$ cat config.mk
export PLATFORM = sky130hd
export DESIGN_NAME = gic_cfg
export DESIGN_NICKNAME = d
export VERILOG_FILES = /design/src/shared/gic_pkg.sv /design/src/hw/gic_cfg.sv /design/src/hw/gic_edge.sv
export SDC_FILE = /design/constraint.sdc
export NUM_CORES = 1
export LEC_CHECK = 0
export BUFFER_PORTS_ARGS = -buffer_cell sky130_fd_sc_hd__buf_2
export CORE_ASPECT_RATIO = 1.75
export CORE_MARGIN = 3
export CORE_UTILIZATION = 55
export DETAILED_ROUTE_END_ITERATION = 8
export PLACE_DENSITY = 0.82
export SYNTH_ARGS = -nofsm -noshare
export SYNTH_HDL_FRONTEND = slang
export SYNTH_SLANG_ARGS = --single-unit
export TNS_END_PERCENT = 5
$ cat constraint.sdc
create_clock -name sys_clk_i -period 2.95 [get_ports sys_clk_i]
set_clock_uncertainty 0.2 [all_clocks]
set_input_delay 0.59 -clock sys_clk_i [delete_from_list [all_inputs] [get_ports sys_clk_i]]
set_output_delay 0.59 -clock sys_clk_i [all_outputs]
set_load 0.05 [all_outputs]
$ cat src/shared/gic_pkg.sv
`default_nettype none
package gic_pkg;
    // Register offsets (byte-wide register space)
    localparam logic [7:0] GIC_PIN_MASK_OFF    = 8'h36; // Pin interrupt mask
    localparam logic [7:0] GIC_ROW_MASK_OFF    = 8'h38; // Upper row mask
    localparam logic [7:0] GIC_PIN_EDGE_OFF    = 8'h39; // Pin edge select
    localparam logic [7:0] GIC_LOW_EDGE_OFF    = 8'h3a; // Row 0 / column edge
    localparam logic [7:0] GIC_ROW_EDGE_OFF    = 8'h3b; // Upper row edge
    localparam logic [7:0] GIC_DRAIN_SIDE_OFF  = 8'h3c; // Drain side select
    localparam logic [7:0] GIC_PULL_EN_OFF     = 8'h3d; // Pull enable
    // Reset values
    localparam logic [7:0] GIC_PIN_MASK_RST    = 8'h1f; // Pins masked
    localparam logic [7:0] GIC_ROW_MASK_RST    = 8'h7f; // Rows masked
    localparam logic [7:0] GIC_EDGE_RST        = 8'h00; // Rising only
    localparam logic [7:0] GIC_DRAIN_RST       = 8'h00; // Low side
    localparam logic [7:0] GIC_PULL_RST        = 8'h00; // Pulls off
    // Field widths and valid-bit masks
    localparam int         GIC_NPIN            = 5;     // General pins
    localparam int         GIC_NLINE           = 16;    // Key lines
    localparam logic [7:0] GIC_PIN_BITS        = 8'h1f; // Bits 4..0
    localparam logic [7:0] GIC_ROW_BITS        = 8'h7f; // Bits 6..0

    // Register access request
    typedef struct packed {
        logic       wr;   // Write strobe
        logic       rd;   // Read strobe
        logic [7:0] addr; // Register offset
        logic [7:0] data; // Write data
    } gic_req_t;

    // Edge detector states
    typedef enum logic [1:0] {
        GIC_IDLE = 2'b00,
        GIC_ARM  = 2'b01,
        GIC_RUN  = 2'b11
    } gic_state_t;
endpackage
`default_nettype wire
$ cat src/hw/gic_cfg.sv
`timescale 1ns/100ps
`default_nettype none
module gic_cfg (
    input  wire logic              sys_clk_i,   // System clock
    input  wire logic              rst_i,       // Async reset, high
    input  wire logic              ce_i,        // Clock enable
    input  wire gic_pkg::gic_req_t req_i,       // Register access
    input  wire logic [4:0]        gp_pin_i,    // Pin input levels
    input  wire logic [7:0]        key_row_i,   // Key rows 7..0
    input  wire logic [6:0]        key_col_i,   // Key columns 6..0
    input  wire logic [4:0]        od_mode_i,   // 1 pin is open-drain
    input  wire logic              irq_clr_i,   // Clear interrupt
    output logic      [7:0]        rdata_o,     // Read data
    output logic      [4:0]        high_side_o, // Drain side per pin
    output logic      [4:0]        pull_on_o,   // Pull resistor on
    output logic                   irq_o        // Interrupt out
);
    import gic_pkg::*;

    logic [7:0]  pin_mask_r;   // Pin mask
    logic [7:0]  row_mask_r;   // Upper row mask
    logic [7:0]  pin_edge_r;   // Pin edge mode
    logic [7:0]  low_edge_r;   // Key_line_r_0/column edge mode
    logic [7:0]  row_edge_r;   // Upper row edge mode
    logic [7:0]  drain_r;      // Drain side
    logic [7:0]  pull_r;       // Pull enable
    logic [7:0]  rdata_nxt;    // Read mux
    gic_state_t  state_r;      // Warm-up state
    logic [4:0]  pin_hit;      // Pin edges
    logic [15:0] line_hit;     // Key line edges
    logic [15:0] line_lvl;     // Key line levels
    logic [15:0] line_mask;    // Key line masks
    logic [15:0] line_both;    // Key line modes
    logic        arm;          // History valid
    logic        any_hit;      // Any qualified edge

    // Register writes
    always_ff @(posedge sys_clk_i or posedge rst_i) begin
        if (rst_i) begin
            pin_mask_r <= GIC_PIN_MASK_RST;
            row_mask_r <= GIC_ROW_MASK_RST;
            pin_edge_r <= GIC_EDGE_RST;
            low_edge_r <= GIC_EDGE_RST;
            row_edge_r <= GIC_EDGE_RST;
            drain_r    <= GIC_DRAIN_RST;
            pull_r     <= GIC_PULL_RST;
        end else if (ce_i && req_i.wr) begin
            case (req_i.addr)
                GIC_PIN_MASK_OFF: begin
                    pin_mask_r <= req_i.data & GIC_PIN_BITS;
                end
                GIC_ROW_MASK_OFF: begin
                    row_mask_r <= req_i.data & GIC_ROW_BITS;
                end
                GIC_PIN_EDGE_OFF: begin
                    pin_edge_r <= req_i.data & GIC_PIN_BITS;
                end
                GIC_LOW_EDGE_OFF: begin
                    low_edge_r <= req_i.data;
                end
                GIC_ROW_EDGE_OFF: begin
                    row_edge_r <= req_i.data & GIC_ROW_BITS;
                end
                GIC_DRAIN_SIDE_OFF: begin
                    drain_r <= req_i.data & GIC_PIN_BITS;
                end
                GIC_PULL_EN_OFF: begin
                    pull_r <= req_i.data & GIC_PIN_BITS;
                end
                default: begin
                    // Unmapped offsets ignored
                end
            endcase
        end
    end

    // Read mux; unmapped reads zero
    always_comb begin
        case (req_i.addr)
            GIC_PIN_MASK_OFF:   rdata_nxt = pin_mask_r;
            GIC_ROW_MASK_OFF:   rdata_nxt = row_mask_r;
            GIC_PIN_EDGE_OFF:   rdata_nxt = pin_edge_r;
            GIC_LOW_EDGE_OFF:   rdata_nxt = low_edge_r;
            GIC_ROW_EDGE_OFF:   rdata_nxt = row_edge_r;
            GIC_DRAIN_SIDE_OFF: rdata_nxt = drain_r;
            GIC_PULL_EN_OFF:    rdata_nxt = pull_r;
            default:            rdata_nxt = 8'h00;
        endcase
    end

    // Registered read data
    always_ff @(posedge sys_clk_i or posedge rst_i) begin
        if (rst_i) begin
            rdata_o <= 8'h00;
        end else if (ce_i && req_i.rd) begin
            rdata_o <= rdata_nxt;
        end
    end

    // Output driver configuration
    always_ff @(posedge sys_clk_i or posedge rst_i) begin
        if (rst_i) begin
            high_side_o <= 5'h00;
            pull_on_o   <= 5'h00;
        end else if (ce_i) begin
            high_side_o <= drain_r[4:0];
            pull_on_o   <= pull_r[4:0] & od_mode_i;
        end
    end

    // Warm-up: no edge until history captured
    always_ff @(posedge sys_clk_i or posedge rst_i) begin
        if (rst_i) begin
            state_r <= GIC_IDLE;
        end else if (ce_i) begin
            case (state_r)
                GIC_IDLE: state_r <= GIC_ARM;
                GIC_ARM:  state_r <= GIC_RUN;
                GIC_RUN:  state_r <= GIC_RUN;
                default:  state_r <= GIC_IDLE;
            endcase
        end
    end
    assign arm = (state_r == GIC_RUN);

    // Line bundles: [15:8] rows 7..0, [6:0] columns, [7] spare
    assign line_lvl  = {key_row_i, 1'b0, key_col_i};
    assign line_mask = {row_mask_r[6:0], 1'b1, 1'b1, 7'h7f};
    assign line_both = {row_edge_r[6:0], low_edge_r[7], 1'b0,
                        low_edge_r[6:0]};

    // Pin edges
    gic_edge #(.N(GIC_NPIN)) u_pin (
        .sys_clk_i (sys_clk_i),
        .rst_i     (rst_i),
        .ce_i      (ce_i),
        .arm_i     (arm),
        .lvl_i     (gp_pin_i),
        .mask_i    (pin_mask_r[4:0]),
        .both_i    (pin_edge_r[4:0]),
        .hit_o     (pin_hit)
    );

    // Key line edges (row 0 and columns masked here; their
    // mask lives outside this block)
    gic_edge #(.N(GIC_NLINE)) u_line (
        .sys_clk_i (sys_clk_i),
        .rst_i     (rst_i),
        .ce_i      (ce_i),
        .arm_i     (arm),
        .lvl_i     (line_lvl),
        .mask_i    (line_mask),
        .both_i    (line_both),
        .hit_o     (line_hit)
    );

    assign any_hit = (|pin_hit) | (|line_hit);

    // Sticky interrupt; set wins over clear
    always_ff @(posedge sys_clk_i or posedge rst_i) begin
        if (rst_i) begin
            irq_o <= 1'b0;
        end else if (ce_i) begin
            if (any_hit) begin
                irq_o <= 1'b1;
            end else if (irq_clr_i) begin
                irq_o <= 1'b0;
            end
        end
    end

    // Register, driver and interrupt checks
    a_mask_reset: assert property (
        @(posedge sys_clk_i) $rose(rst_i) |=> row_mask_r == 8'h7f)
        else $error("Row mask not masked after reset");
    a_row_mask: assert property (
        @(posedge sys_clk_i) disable iff (rst_i)
        ce_i && req_i.wr && req_i.addr == GIC_ROW_MASK_OFF
        |=> row_mask_r == ($past(req_i.data) & GIC_ROW_BITS))
        else $error("Row mask write lost");
    a_pin_edge: assert property (
        @(posedge sys_clk_i) disable iff (rst_i)
        ce_i && req_i.wr && req_i.addr == GIC_PIN_EDGE_OFF
        |=> pin_edge_r == ($past(req_i.data) & 8'h1f))
        else $error("Pin edge write lost");
    a_low_edge: assert property (
        @(posedge sys_clk_i) disable iff (rst_i)
        ce_i && req_i.wr && req_i.addr == GIC_LOW_EDGE_OFF
        |=> low_edge_r == $past(req_i.data))
        else $error("Low edge write lost");
    a_row_top: assert property (
        @(posedge sys_clk_i) disable iff (rst_i)
        row_edge_r[7] == 1'b0)
        else $error("Row edge top bit set");
    a_drain_side: assert property (
        @(posedge sys_clk_i) disable iff (rst_i)
        ce_i |=> high_side_o == $past(drain_r[4:0]))
        else $error("Drain side output wrong");
    a_pull_gate: assert property (
        @(posedge sys_clk_i) disable iff (rst_i)
        ce_i |=> pull_on_o == ($past(pull_r[4:0]) & $past(od_mode_i)))
        else $error("Pull enable not gated");
    a_pin_mask: assert property (
        @(posedge sys_clk_i) disable iff (rst_i)
        (pin_hit & pin_mask_r[4:0]) == 5'h00)
        else $error("Masked pin produced edge");
    a_irq_set: assert property (
        @(posedge sys_clk_i) disable iff (rst_i)
        ce_i && any_hit |=> irq_o)
        else $error("Interrupt not raised");
    a_irq_quiet: assert property (
        @(posedge sys_clk_i) disable iff (rst_i)
        !irq_o && (!ce_i || !any_hit) |=> !irq_o)
        else $error("Spurious interrupt");

    // Scenarios worth seeing

    c_pin_fall: cover property (@(posedge sys_clk_i) disable iff (rst_i)
        |(pin_hit & ~gp_pin_i));
    c_row_hit: cover property (@(posedge sys_clk_i) disable iff (rst_i)
        |line_hit[15:9]);
    c_irq_clear: cover property (@(posedge sys_clk_i) disable iff (rst_i)
        irq_o ##1 !irq_o);
    c_set_clear: cover property (@(posedge sys_clk_i) disable iff (rst_i)
        ce_i && any_hit && irq_clr_i);
endmodule
`default_nettype wire

$ cat src/hw/gic_edge.sv
`timescale 1ns/100ps
`default_nettype none
// Per-line edge detector with mask and edge mode
module gic_edge #(
    parameter int N = 16                 // Line count
) (
    input  wire logic         sys_clk_i, // System clock
    input  wire logic         rst_i,     // Async reset, high
    input  wire logic         ce_i,      // Clock enable
    input  wire logic         arm_i,     // History valid
    input  wire logic [N-1:0] lvl_i,     // Line levels
    input  wire logic [N-1:0] mask_i,    // 1 masks line
    input  wire logic [N-1:0] both_i,    // 1 both edges
    output logic      [N-1:0] hit_o      // Qualified edge
);
    logic [N-1:0] prev_r; // Previous levels

    // Remember last levels
    always_ff @(posedge sys_clk_i or posedge rst_i) begin
        if (rst_i) begin
            prev_r <= '0;
        end else if (ce_i) begin
            prev_r <= lvl_i;
        end
    end

    // Qualify each line
    for (genvar i = 0; i < N; i++) begin : g_line
        logic rise; // Rising edge seen
        logic fall; // Falling edge seen
        assign rise = lvl_i[i] & ~prev_r[i];
        assign fall = ~lvl_i[i] & prev_r[i];
        assign hit_o[i] = arm_i & ~mask_i[i] &
                          (rise | (both_i[i] & fall));
    end
endmodule
`default_nettype wire

After elaboration in Yosys (flattened, before gate mapping) --
Index checks and enable logic that the tools add are counted.
Operators by class: equal/unequal tests 9, bitwise logic cells 110, multiplexer cells 4, reductions and logical operators 15
Operators by type and width (count):
- $and 1x1->1 | 60
- $eq 8x6->1 const B | 7
- $pmux 8 s7 | 1
- $not 1->1 | 36
- $reduce_and 2->1 | 8
- $or 1x1->1 | 13
- $reduce_or 7->1 | 1
- $and 5x5->5 | 1
- $reduce_or 5->1 | 1
- $pmux 2 s2 | 1
- $eq 2x1->1 const B | 1
- $eq 2x2->1 const B | 1
- $logic_and 1x1->1 | 2
- $logic_not 2->1 | 1
- $mux 1 | 2
- $reduce_bool 2->1 | 1
- $reduce_or 2->1 | 1
Word-level totals: register bits 83, word-level logic and storage cells 152, input bits 47

Longest topological paths before layout --
Gate-level depths: netlist (run 1).
depth in word-level cells 9, gate-level depth with buffers 7, depth with buffers taken out 5

Cells and area by module --
Synthesis (run 1) repeated with hierarchy kept, for this count alone.
Unflattened totals: cells, all modules 366, area total of the unflattened synthesis 4352.9 um^2
By module, submodules not included:
- gic_cfg | times used 1, cells each 235, seq. area each 1591.5 um^2, area an instance 2982.9 um^2
- gic_edge (u_line) | times used 1, cells each 100, seq. area each 400.4 um^2, area an instance 1059.8 um^2
- gic_edge (u_pin) | times used 1, cells each 31, seq. area each 125.1 um^2, area an instance 310.3 um^2

Worst setup path before layout (run 1) --
OpenSTA, ideal clock, no wires.
path type input port to flip-flop, from input port req_i[14] in the netlist's numbering, to register pin_edge_r[0], slack 796 ps, required time 2625 ps, path buffers 0, setup time 125 ps, data arrival time 1829 ps, stages on the path 5, path through and4bb_1 and2_4 nand2b_4 nor4_4 mux2_2
On the way: longest elaborated chain between the ends 2
Ends and longest elaborated chain:
- start: declaration | line gic_cfg.sv:7 | input wire gic_pkg::gic_req_t req_i,
- $eq 8x6->1 | line gic_cfg.sv:48 | case (req_i.addr)
- $reduce_and 2->1 (no line)
- end signal: assignment | line gic_cfg.sv:56 | pin_edge_r <= req_i.data & GIC_PIN_BITS;
- end: declaration | line gic_cfg.sv:22 | logic [7:0] pin_edge_r;
No other way between the ends. A chain may end at the register's enable or synchronous reset.

Worst setup path after layout (run 1) --
from input port req_i[14] in the netlist's numbering, to register row_edge_r[2]
On the way: longest elaborated chain between the ends 2
Ends and longest elaborated chain:
- $eq 8x6->1 | line gic_cfg.sv:48
- $reduce_and 2->1 (no line)
- end signal: assignment | line gic_cfg.sv:62 | row_edge_r <= req_i.data & GIC_ROW_BITS;
- end: declaration | line gic_cfg.sv:24 | logic [7:0] row_edge_r;
No other way between the ends.

==> results.md, run 1 <==
- Status: finished, final reports clean
- GRT Util Overall: 24.21%
- Unrepaired setup endpoints after global routing: no
- PD cells: 502.4 mW/mm^2
- Peak supply drop: 0.4466 mV
- Synth Warn #: 0
- I/O Pins: 66
- Clk Latency, worst-skew pair: 0.36 ns
- Synth area leader: dfrtp_1
- Port Buffers: 57
- Slew @ Worst Pin: 0.5318 ns
- Wire length of the first global-routing pass: 13.39 mm
- Register area share after synthesis: 52.08%
- Crit path cell chain: buf_2, and4bb_1, and2_4, nand2b_4, nor3_4, mux2_2
- Power consumption: 2.103 mW
- Avg WL per Cell: 18.74 um
- Sw Ratio: 25.17%
- Final period util: 72.61%
- Clock share of power: 37.1%
- Sequential power share: 52.2%
- Gr ovfl total: 0
- Hold EP: state_r[0]
- Crit path max-delay family: simple AND/OR/NAND/NOR gates
- Adder-cell share of the synthesized area: 0%
- Vias per cell: 5.887
- Reg2reg path depth: 5
- Initial antenna violation count: 0
- Worst slew margin: 64.28%
- Worst Path Required: 2.99 ns
- Synth Register Bits: 75
- Hold/Removal Path Class: reg2reg
- Fin util: 66.21%
- Clock transition at path regs: 0.07 ns
- Nets: 404
- Syn nets: 346
- Area of the core: 0.006324 sq mm
- Cell total after placement: 425
- Critical path class: in2reg
- Synth Flop Type: dfrtp_1
- Worst R2R Start: row_mask_r[5]
- Final wirelength: 8.285 mm
- Site row count: 38
- Worst hold path depth: 1
- Die W: 67.43 um
- Internal: 1.574 mW
- Min-delay src: state_r[0]
- Crit-path slowest cell: nor3_4
- Cell area after synthesis: 0.003632 sq mm
- Root buffer cell: clkbuf_8
- Post-synthesis compound-gate area fraction: 8.784%
- # hold bufs at CTS: 1
- Max Transition Viols Final: 0
- Area of placed instances: 0.003983 sq mm
- Multiplexer area fraction after synthesis: 21.74%
- CP Capture Type: register
- CTS tree: done
- Starting density of the core: 57.44%
- Final hold vios: 0
- H-tree depth: 3
- Dpl ws: 0.4561 ns
- Minimum clock period: 2.142 ns
- Final instance area: 0.004187 sq mm
- Max Clk Rate: 466.9 MHz
- Critical path launch point type: primary input
- Simple-Gate Fraction of Synth Area: 14.23%
- CTS resizes: 0
- Fillers: 496
- Die footprint: 0.007654 sq mm
- Post-DP HPWL: 6.146 mm
- Switching pwr: 0.5293 mW
- Final hold slack: 0.2714 ns
- Clk sinks: 75
- Vias: 2602
- Combinational power share: 10.6%
- Diodes inserted: 0
- Slowest Stage Delay on Critical Path: 0.45 ns
- Fraction of layout cells with a size suffix above 1: 43.37%
- Vias in the first global route: 2792
- Post-Syn Instances: 299
- Top post-synthesis cells by area: dfrtp_1 43%, mux2_2 18%, dfstp_2 8.7%, a21oi_1 2.5%, mux2i_1 2.2%
- LEAKAGE: 1.980 nW
- Largest net degree at the start of global routing: 63
- Worst path arrival time: 2.18 ns
- CTS Buf Count: 9
- Distinct cell type count after synthesis: 47
- Synth-to-layout area growth: 15.26%
- Syn_area_per_cell: 12.15 sq um
- Xor/xnor share of the synthesized area: 0%
- GPL Wtd Cong: 0.8958
- # DRC: 0
- Crit-path max FO: 7
- Post-CTS Repair Setup Buffers: 0
- Post-synth EDFFs: 0
- Setup_tns: 0 ns
- WP buf/inv: 1
- Most common cell after layout, fill and taps aside: dfrtp_1
- Top cell type's share of synthesized area: 43.40%
- Die H: 113.5 um
- Max-cap violations: 0
- Setup ws final: 0.8080 ns
- Largest family of logic cells by synthesized area: multiplexers
- Most frequent cells in the layout: 63 x dfrtp_1, 59 x mux2_2, 57 x buf_2, 18 x a21oi_1, 12 x dfstp_2
- Routed Antenna Nets: 0
- Reg2reg end: irq_o
- Initial detailed-routing violation count: 128
- Ys async rst share: 100.0%
- Final setup violating endpoints: 0
- DR pass1 iterations: 4
- Non-Filler Instances: 442
- CTS Buffer Depth: 2
- R2R Setup Slk: 1.29 ns
==> metal layers <==
layer  global-route usage, %  vias up  wire length, um
met5                       0        -                0
met4                   15.04        0              395
met3                   5.222       29              321
met2                   41.39       70             4431
met1                   26.31     1292             3137
li1                        -     1211                -
==> final cells by class <==
| class | instances | area (sq um) | share of cell area [%] |
|---|---|---|---|
| Sequential cell | 75 | 1892 | 45.19 |
| Clock buffer | 11 | 141.4 | 3.377 |
| Tap cell | 80 | 100.1 | 2.391 |
| Clock inverter | 5 | 52.55 | 1.255 |
| Inverter | 10 | 37.54 | 0.8966 |
| Timing Repair Buffer | 62 | 337.8 | 8.069 |
| Multi-Input combinational cell | 199 | 1625 | 38.82 |
==> sequential cells by signal, summed over array words and instances (netlist names), 7 cells and up <==
name	flops
rdata_o	8
low_edge_r	8
u_line.prev_r	7
row_edge_r	7
row_mask_r	7
==> power by group through the flow <==
stage                     logic [mW]  registers [mW]  clock network, mW
after floorplan                0.129            1.13                  0
after global placement         0.218            1.11                  0
after detailed placement       0.224            1.12                  0
final                          0.224            1.10              0.781
after CTS                      0.226            1.10              0.793
after global routing           0.246            1.10              0.826
==> worst max-delay path by stage <==
stage / from / to / slack, ns / depth (start not counted)
6_report: req_i[14] / row_edge_r[2] / 0.81 / 6
3_5_place_dp: req_i[14] / row_edge_r[2] / 0.46 / 6
3_3_place_gp: req_i[14] / row_edge_r[2] / 0.48 / 6
5_1_grt: req_i[14] / row_edge_r[5] / 0.75 / 6
2_1_floorplan: rst_i / drain_r[0] / 0.27 / 1
4_1_cts: req_i[14] / row_edge_r[2] / 0.82 / 6
==> cell usage after synthesis (2+ instances only) <==
library cell / n
a31oi_1: 5
o211ai_1: 2
nand3_1: 9
a211oi_1: 6
nand2_1: 10
dfstp_2: 12
nor3_1: 3
buf_2: 5
nand2b_1: 10
nor2_1: 9
clkbuf_1: 7
o21ai_0: 10
buf_4: 2
dfrtp_1: 63
mux2_1: 2
nor4bb_1: 4
a21oi_1: 18
a221oi_1: 3
nor3b_1: 4
o31ai_1: 2
nand3b_1: 8
mux2i_1: 8
mux2_2: 59
nor4_1: 2
nor2b_1: 5
inv_1: 10
==> cells by family after synthesis <==
group                  after synthesis
buffers and inverters               25
AOI/OAI and AO/OA                   52
DFF                                 75
muxes                               70
and+or+nand+nor                     77
(Power assumes the default switching activity.)
==> inputs of run 2 (changes only) <==
Settings changed: CORE_UTILIZATION 55 to 50, PLACE_DENSITY 0.82 to 0.79.
Clock period 2.95 ns to 1.8 ns, I/O delays scaled along.
==> run 2 against run 1 <==
Effect of this change: critical path depth grew 1; utilization fell by 1.6 points; global-route usage decreased by 2.1 points; register-to-register slack got worse by 1.1 ns; die area is 9.3% higher; hold slack worse by 0.21 ns; wire length increased by 3.1%; sequential cell count unchanged; critical path type unchanged; critical endpoint is now pin_edge_r[1].
==> results.md, run 2 (synthesis gave the netlist of run 1 again) <==
- Status: finished, final reports clean
- Hold/Removal Path Class: in2reg
- Fraction of layout cells with a size suffix above 1: 46.63% (+3.3 points)
- Clk Latency, worst-skew pair: 0.33 ns (-0.03 ns)
- Nets: 428 (+5.9%)
- Crit-path max FO: 5 (-2)
- Die W: 70.43 um (+4.4%)
- Starting density of the core: 52.21% (-5.2 points)
- CTS Buffer Depth: 2 (unchanged)
- Vias per cell: 5.709 (-3.0%)
- Gr ovfl total: 0 (unchanged)
- Internal: 2.936 mW (+87%)
- Area of placed instances: 0.004202 sq mm (+5.5%)
- Final instance area: 0.004493 sq mm (+7.3%)
- DR pass1 iterations: 4 (unchanged)
- Final hold vios: 0 (unchanged)
- Worst slew margin: 73.50% (+9.2 points)
- Critical path launch point type: primary input
- Fin util: 64.59% (-1.6 points)
- # DRC: 0 (unchanged)
- Max Transition Viols Final: 0 (unchanged)
- Initial antenna violation count: 0 (unchanged)
- Max Clk Rate: 564.1 MHz
- Critical path class: in2reg
- Site row count: 40 (+5.3%)
- Unrepaired setup endpoints after global routing: yes
- Clock share of power: 42.8% (+5.7 points)
- H-tree depth: 3 (unchanged)
- Area of the core: 0.006957 sq mm (+10%)
- Switching pwr: 0.9044 mW (+71%)
- Synth-to-layout area growth: 23.70%
- Max-cap violations: 0 (unchanged)
- Most common cell after layout, fill and taps aside: dfrtp_1
- Wire length of the first global-routing pass: 13.96 mm (+4.2%)
- Most frequent cells in the layout: 63 x dfrtp_1, 59 x mux2_2, 57 x buf_2, 24 x buf_4, 18 x a21oi_1
- Minimum clock period: 1.773 ns
- CTS tree: done
- Cell total after placement: 452 (+6.4%)
- Worst Path Required: 1.81 ns (-1.18 ns)
- Registers with the most flip-flops: low_edge_r (8), rdata_o (8)
- Power consumption: 3.841 mW (+83%)
- Avg WL per Cell: 18.18 um (-3.0%)
- Slew @ Worst Pin: 0.3975 ns (-0.1343 ns)
- Final wirelength: 8.544 mm (+3.1%)
- Clk sinks: 75 (unchanged)
- Sequential power share: 47.0% (-5.2 points)
- Post-DP HPWL: 6.436 mm (+4.7%)
- Largest net degree at the start of global routing: 76 (+21%)
- Die H: 118.8 um (+4.6%)
- CTS Buf Count: 9 (unchanged)
- Port Buffers: 57 (unchanged)
- GPL Wtd Cong: 0.9102 (+1.6%)
- Routed Antenna Nets: 0 (unchanged)
- CP Capture Type: register
- LEAKAGE: 2.143 nW (+8.3%)
- Vias in the first global route: 2816 (+0.86%)
- Diodes inserted: 0 (unchanged)
- Reg2reg path depth: 5 (unchanged)
- PD cells: 854.9 mW/mm^2 (+70%)
- Sw Ratio: 23.55% (-1.6 points)
- Die footprint: 0.008364 sq mm (+9.3%)
- Fillers: 550 (+11%)
- Final setup violating endpoints: 0 (unchanged)
- Final period util: 98.48%
- Root buffer cell: clkbuf_16
- Clock transition at path regs: 0.05 ns (-0.02 ns)
- Combinational power share: 10.2% (-0.4 points)
- Worst hold path depth: 3 (+2)
- GRT Util Overall: 22.07% (-2.1 points)
- Worst path arrival time: 1.78 ns (-0.40 ns)
- Initial detailed-routing violation count: 115 (-10%)
- Peak supply drop: 0.6308 mV (+41%)
- I/O Pins: 66 (unchanged)
- Vias: 2683 (+3.1%)
- Non-Filler Instances: 470 (+6.3%)
==> run 2: changes by cell type in the layout (fill, tap and decap cells not counted) <==
| cell | previous run | this run |
|---|---|---|
| buf_4 | 3 | 24 |
| clkbuf_16 | 0 | 9 |
| clkbuf_8 | 10 | 2 |
| buf_12 | 1 | 4 |
| clkbuf_1 | 1 | 3 |
| and4bb_1 | 1 | 0 |
| and4bb_2 | 0 | 1 |
| bufinv_16 | 1 | 0 |
| clkinv_2 | 3 | 2 |
| inv_2 | 1 | 0 |
==> run 2: layer usage <==
metal	share of wire, %	GRT usage, %	routed length [um]	up-vias
li1	-	-	-	1268
met1	38	24.05	3245	1336
met2	54	37.56	4628	58
met3	3.9	5.532	330	21
met4	4.0	13.55	339	0
met5	0	0	0	-
==> run 2: layout make-up <==
cell class                 instances  area, sq um  area share [%]
multi-input combinational        199         1625           36.17
sequential                        75         1892           42.11
clock buffer                      14        264.0           5.876
timing repair buffer              86        555.5           12.36
inverter                          10        41.29          0.9190
tap                               84        105.1           2.339
clock inverter                     2        10.01          0.2228
==> run 2: final timing paths <==
| check | endpoint | startpoint | slack, ns |
|---|---|---|---|
| setup reg to reg | irq_o | pin_mask_r[3] | 0.15 |
| min in group asynchronous | rdata_o[7] | rst_i | 0.47 |
| max in group asynchronous | row_mask_r[6] | rst_i | 0.56 |
| setup / recovery | pin_edge_r[1] | req_i[15] | 0.03 |
| hold / removal | pull_on_o[2] | od_mode_i[2] | 0.06 |
| hold reg to reg | state_r[0] | state_r[0] | 0.25 |
==> run 2: through the flow <==
| step | TNS [ns] | worst slack (ns) | hold slack (ns) |
|---|---|---|---|
| 2_1_floorplan | -2.239 | -0.1236 | 0.2281 |
| 3_5_place_dp | -8.116 | -0.2928 | 0.2433 |
| 3_3_place_gp | -7.533 | -0.2736 | 0.2383 |
| 5_1_grt | -0.009025 | -0.009025 | 0.06423 |
| 6_report | 0 | 0.02736 | 0.06270 |
| 4_1_cts | 0 | 0.01258 | 0.05571 |
==> run 2: what timing repair did <==
action / 4_1_cts / 5_1_grt
buffers inserted: 0 / 1
hold buffers: 1 / 0
resized for setup: 0 / 1
setup endpoints to repair: 0 / 7
hold endpoints to repair: 63 / 0
==> run 2: power by group through the flow <==
stage | Sequential (mW) | Clock [mW] | Combinational, mW
floorplan | 1.85 | 0 | 0.212
global placement | 1.83 | 0 | 0.384
detailed placement | 1.83 | 0 | 0.392
CTS | 1.80 | 1.67 | 0.396
global route | 1.81 | 1.73 | 0.428
finish | 1.81 | 1.64 | 0.392
==> run 2: worst max-delay path: stages <==
cell and delay [ns]:
buf_2 0.10, and4bb_2 0.32, and2_4 0.16, nand2b_4 0.08
nor4_4 0.21, buf_4 0.19, mux2_2 0.34
==> inputs of run 3 (changes only) <==
Settings changed: CELL_PAD_IN_SITES_DETAIL_PLACEMENT from default to 0, CELL_PAD_IN_SITES_GLOBAL_PLACEMENT from default to 1, CORE_UTILIZATION 50 to 40, HOLD_SLACK_MARGIN from default to 0.03.
==> run 3 against run 2 <==
Effect of this change: setup slack improved by 0.028 ns; largest cell class unchanged; clock power hardly changed; sequential cell count stayed put; combinational power rose by 4%; cell count is 8.1% higher; sequential share of layout area decreased by 0.83 points; non-clock buffer count is 5 higher; highest routed layer unchanged.
==> results.md, run 3 (synthesis gave the netlist of run 1 again) <==
- Status: finished, final reports clean
- Vias per cell: 5.207 (-8.8%)
- Most common cell after layout, fill and taps aside: dfrtp_1
- Synth-to-layout area growth: 26.18%
- Crit path max-delay family: simple AND/OR/NAND/NOR gates
- LEAKAGE: 2.168 nW (+1.2%)
- Vias: 2645 (-1.4%)
- Min-delay src: od_mode_i[3]
- Max-cap violations: 0 (unchanged)
- Slew @ Worst Pin: 0.4521 ns (+0.05460 ns)
- Worst slew margin: 69.80% (-3.7 points)
- Critical path class: in2reg
- Nets: 433 (+1.2%)
- Final instance area: 0.004583 sq mm (+2.0%)
- Routed Antenna Nets: 0 (unchanged)
- Crit path cell chain: buf_2, and4bb_1, and2_4, nand2b_4, nor4_4, buf_4, mux2_2
- GPL Wtd Cong: 0.8912 (-2.1%)
- Dpl ws: -0.2785 ns (+0.01429 ns)
- Hold/Removal Path Class: in2reg
- Critical path launch point type: primary input
- CTS Buffer Depth: 2 (unchanged)
- Fraction of layout cells with a size suffix above 1: 47.83% (+1.2 points)
- Fin util: 52.18% (-12 points)
- Final wirelength: 8.795 mm (+2.9%)
- DR pass1 iterations: 4 (unchanged)
- Reg2reg end: irq_o
- Setup ws final: 0.05574 ns (+0.02838 ns)
- PD cells: 839.8 mW/mm^2 (-1.8%)
- Die footprint: 0.01031 sq mm (+23%)
- Most frequent cells in the layout: 63 x dfrtp_1, 59 x mux2_2, 57 x buf_2, 29 x buf_4, 18 x a21oi_1
- Registers with the most flip-flops: low_edge_r (8), rdata_o (8)
- Die H: 132.1 um (+11%)
- WP buf/inv: 2 (unchanged)
- Power consumption: 3.849 mW (+0.20%)
- Hold EP: pull_on_o[3]
- Wire length of the first global-routing pass: 14.26 mm (+2.1%)
- Port Buffers: 57 (unchanged)
- Max Transition Viols Final: 0 (unchanged)
- CTS tree: done
- Area of placed instances: 0.004288 sq mm (+2.1%)
- Worst Path Required: 1.81 ns (about the same)
- GRT Util Overall: 18.18% (-3.9 points)
- CP Capture Type: register
- H-tree depth: 3 (unchanged)
- I/O Pins: 66 (unchanged)
- Clock transition at path regs: 0.06 ns (about the same)
- Minimum clock period: 1.744 ns (-0.02838 ns)
- Slowest Stage Delay on Critical Path: 0.34 ns (about the same)
- CTS Buf Count: 9 (unchanged)
- Avg WL per Cell: 17.31 um (-4.8%)
- Diodes inserted: 0 (unchanged)
- Initial detailed-routing violation count: 77 (-33%)
- Largest net degree at the start of global routing: 36 (-53%)
- Site row count: 45 (+13%)
- # DRC: 0 (unchanged)
- Final setup violating endpoints: 0 (unchanged)
- Fillers: 823 (+50%)
- Unrepaired setup endpoints after global routing: yes
- Area of the core: 0.008783 sq mm (+26%)
- Final period util: 96.90% (-1.6 points)
- Initial antenna violation count: 0 (unchanged)
- Post-DP HPWL: 6.959 mm (+8.1%)
- Gr ovfl total: 0 (unchanged)
- Max Clk Rate: 573.3 MHz (+1.6%)
- Crit-path max FO: 5 (unchanged)
- Die W: 78.04 um (+11%)
- Final hold slack: 0.06447 ns (+0.001768 ns)
- Reg2reg path depth: 5 (unchanged)
- Peak supply drop: 0.5314 mV (-16%)
- Clk Latency, worst-skew pair: 0.33 ns (about the same)
- Clk sinks: 75 (unchanged)
- Worst hold path depth: 3 (unchanged)
- Vias in the first global route: 2780 (-1.3%)
- Crit-path slowest cell: mux2_2
- Worst R2R Start: row_mask_r[5]
- Starting density of the core: 41.35% (-11 points)
- R2R Setup Slk: 0.11 ns (-0.04 ns)
- Worst path arrival time: 1.76 ns (-0.02 ns)
- Root buffer cell: clkbuf_16
- Final hold vios: 0 (unchanged)
==> run 3: worst max-delay path by stage <==
stage / start / end / slack (ns) / depth (start not counted)
2_1_floorplan: req_i[14] / pin_edge_r[0] / -0.12 / 5
3_3_place_gp: req_i[14] / pin_edge_r[4] / -0.25 / 7
3_5_place_dp: req_i[14] / pin_edge_r[3] / -0.28 / 7
4_1_cts: req_i[14] / pin_edge_r[4] / 0.06 / 7
5_1_grt: pin_mask_r[1] / irq_o / -0.02 / 5
6_report: req_i[14] / pin_edge_r[4] / 0.06 / 7
==> run 3: layout make-up <==
class,instances,area (sq um),share of cell area [%]
multi-input combinational,199,1637,35.71
sequential,75,1892,41.28
inverter,10,41.29,0.9009
tap,117,146.4,3.194
clock buffer,14,264.0,5.760
timing repair buffer,91,593.1,12.94
clock inverter,2,10.01,0.2184
==> run 3: what timing repair did <==
action,CTS,global route
hold buffers,1,0
hold endpoints to repair,14,0
gates resized for setup,0,3
endpoints found under the setup margin,0,12
buffers inserted,0,0
==> run 3: through the flow <==
step                TNS (ns)  instances
detailed placement    -10.43        491
CTS                        0        508
global route        -0.02276        508
global placement      -9.075        491
finish                     0        508
floorplan             -2.239        299
==> run 3: where the power goes <==
group,switching (mW),internal (mW)
logic,0.223,0.183
clock network,0.633,1.00
registers,0.0466,1.76
==> run 3: worst min-delay path, cell delays in order <==
cell	delay [ns]
buf_2	0.08
nand3_1	0.06
o21ai_0	0.06
==> run 3: layer usage <==
| layer | up-vias | track usage, % | part of all wire [%] |
|---|---|---|---|
| li1 | 1262 | - | - |
| met1 | 1308 | 19.56 | 38 |
| met2 | 53 | 32.87 | 54 |
| met3 | 22 | 3.215 | 2.9 |
| met4 | 0 | 10.02 | 4.1 |
| met5 | - | 0 | 0 |
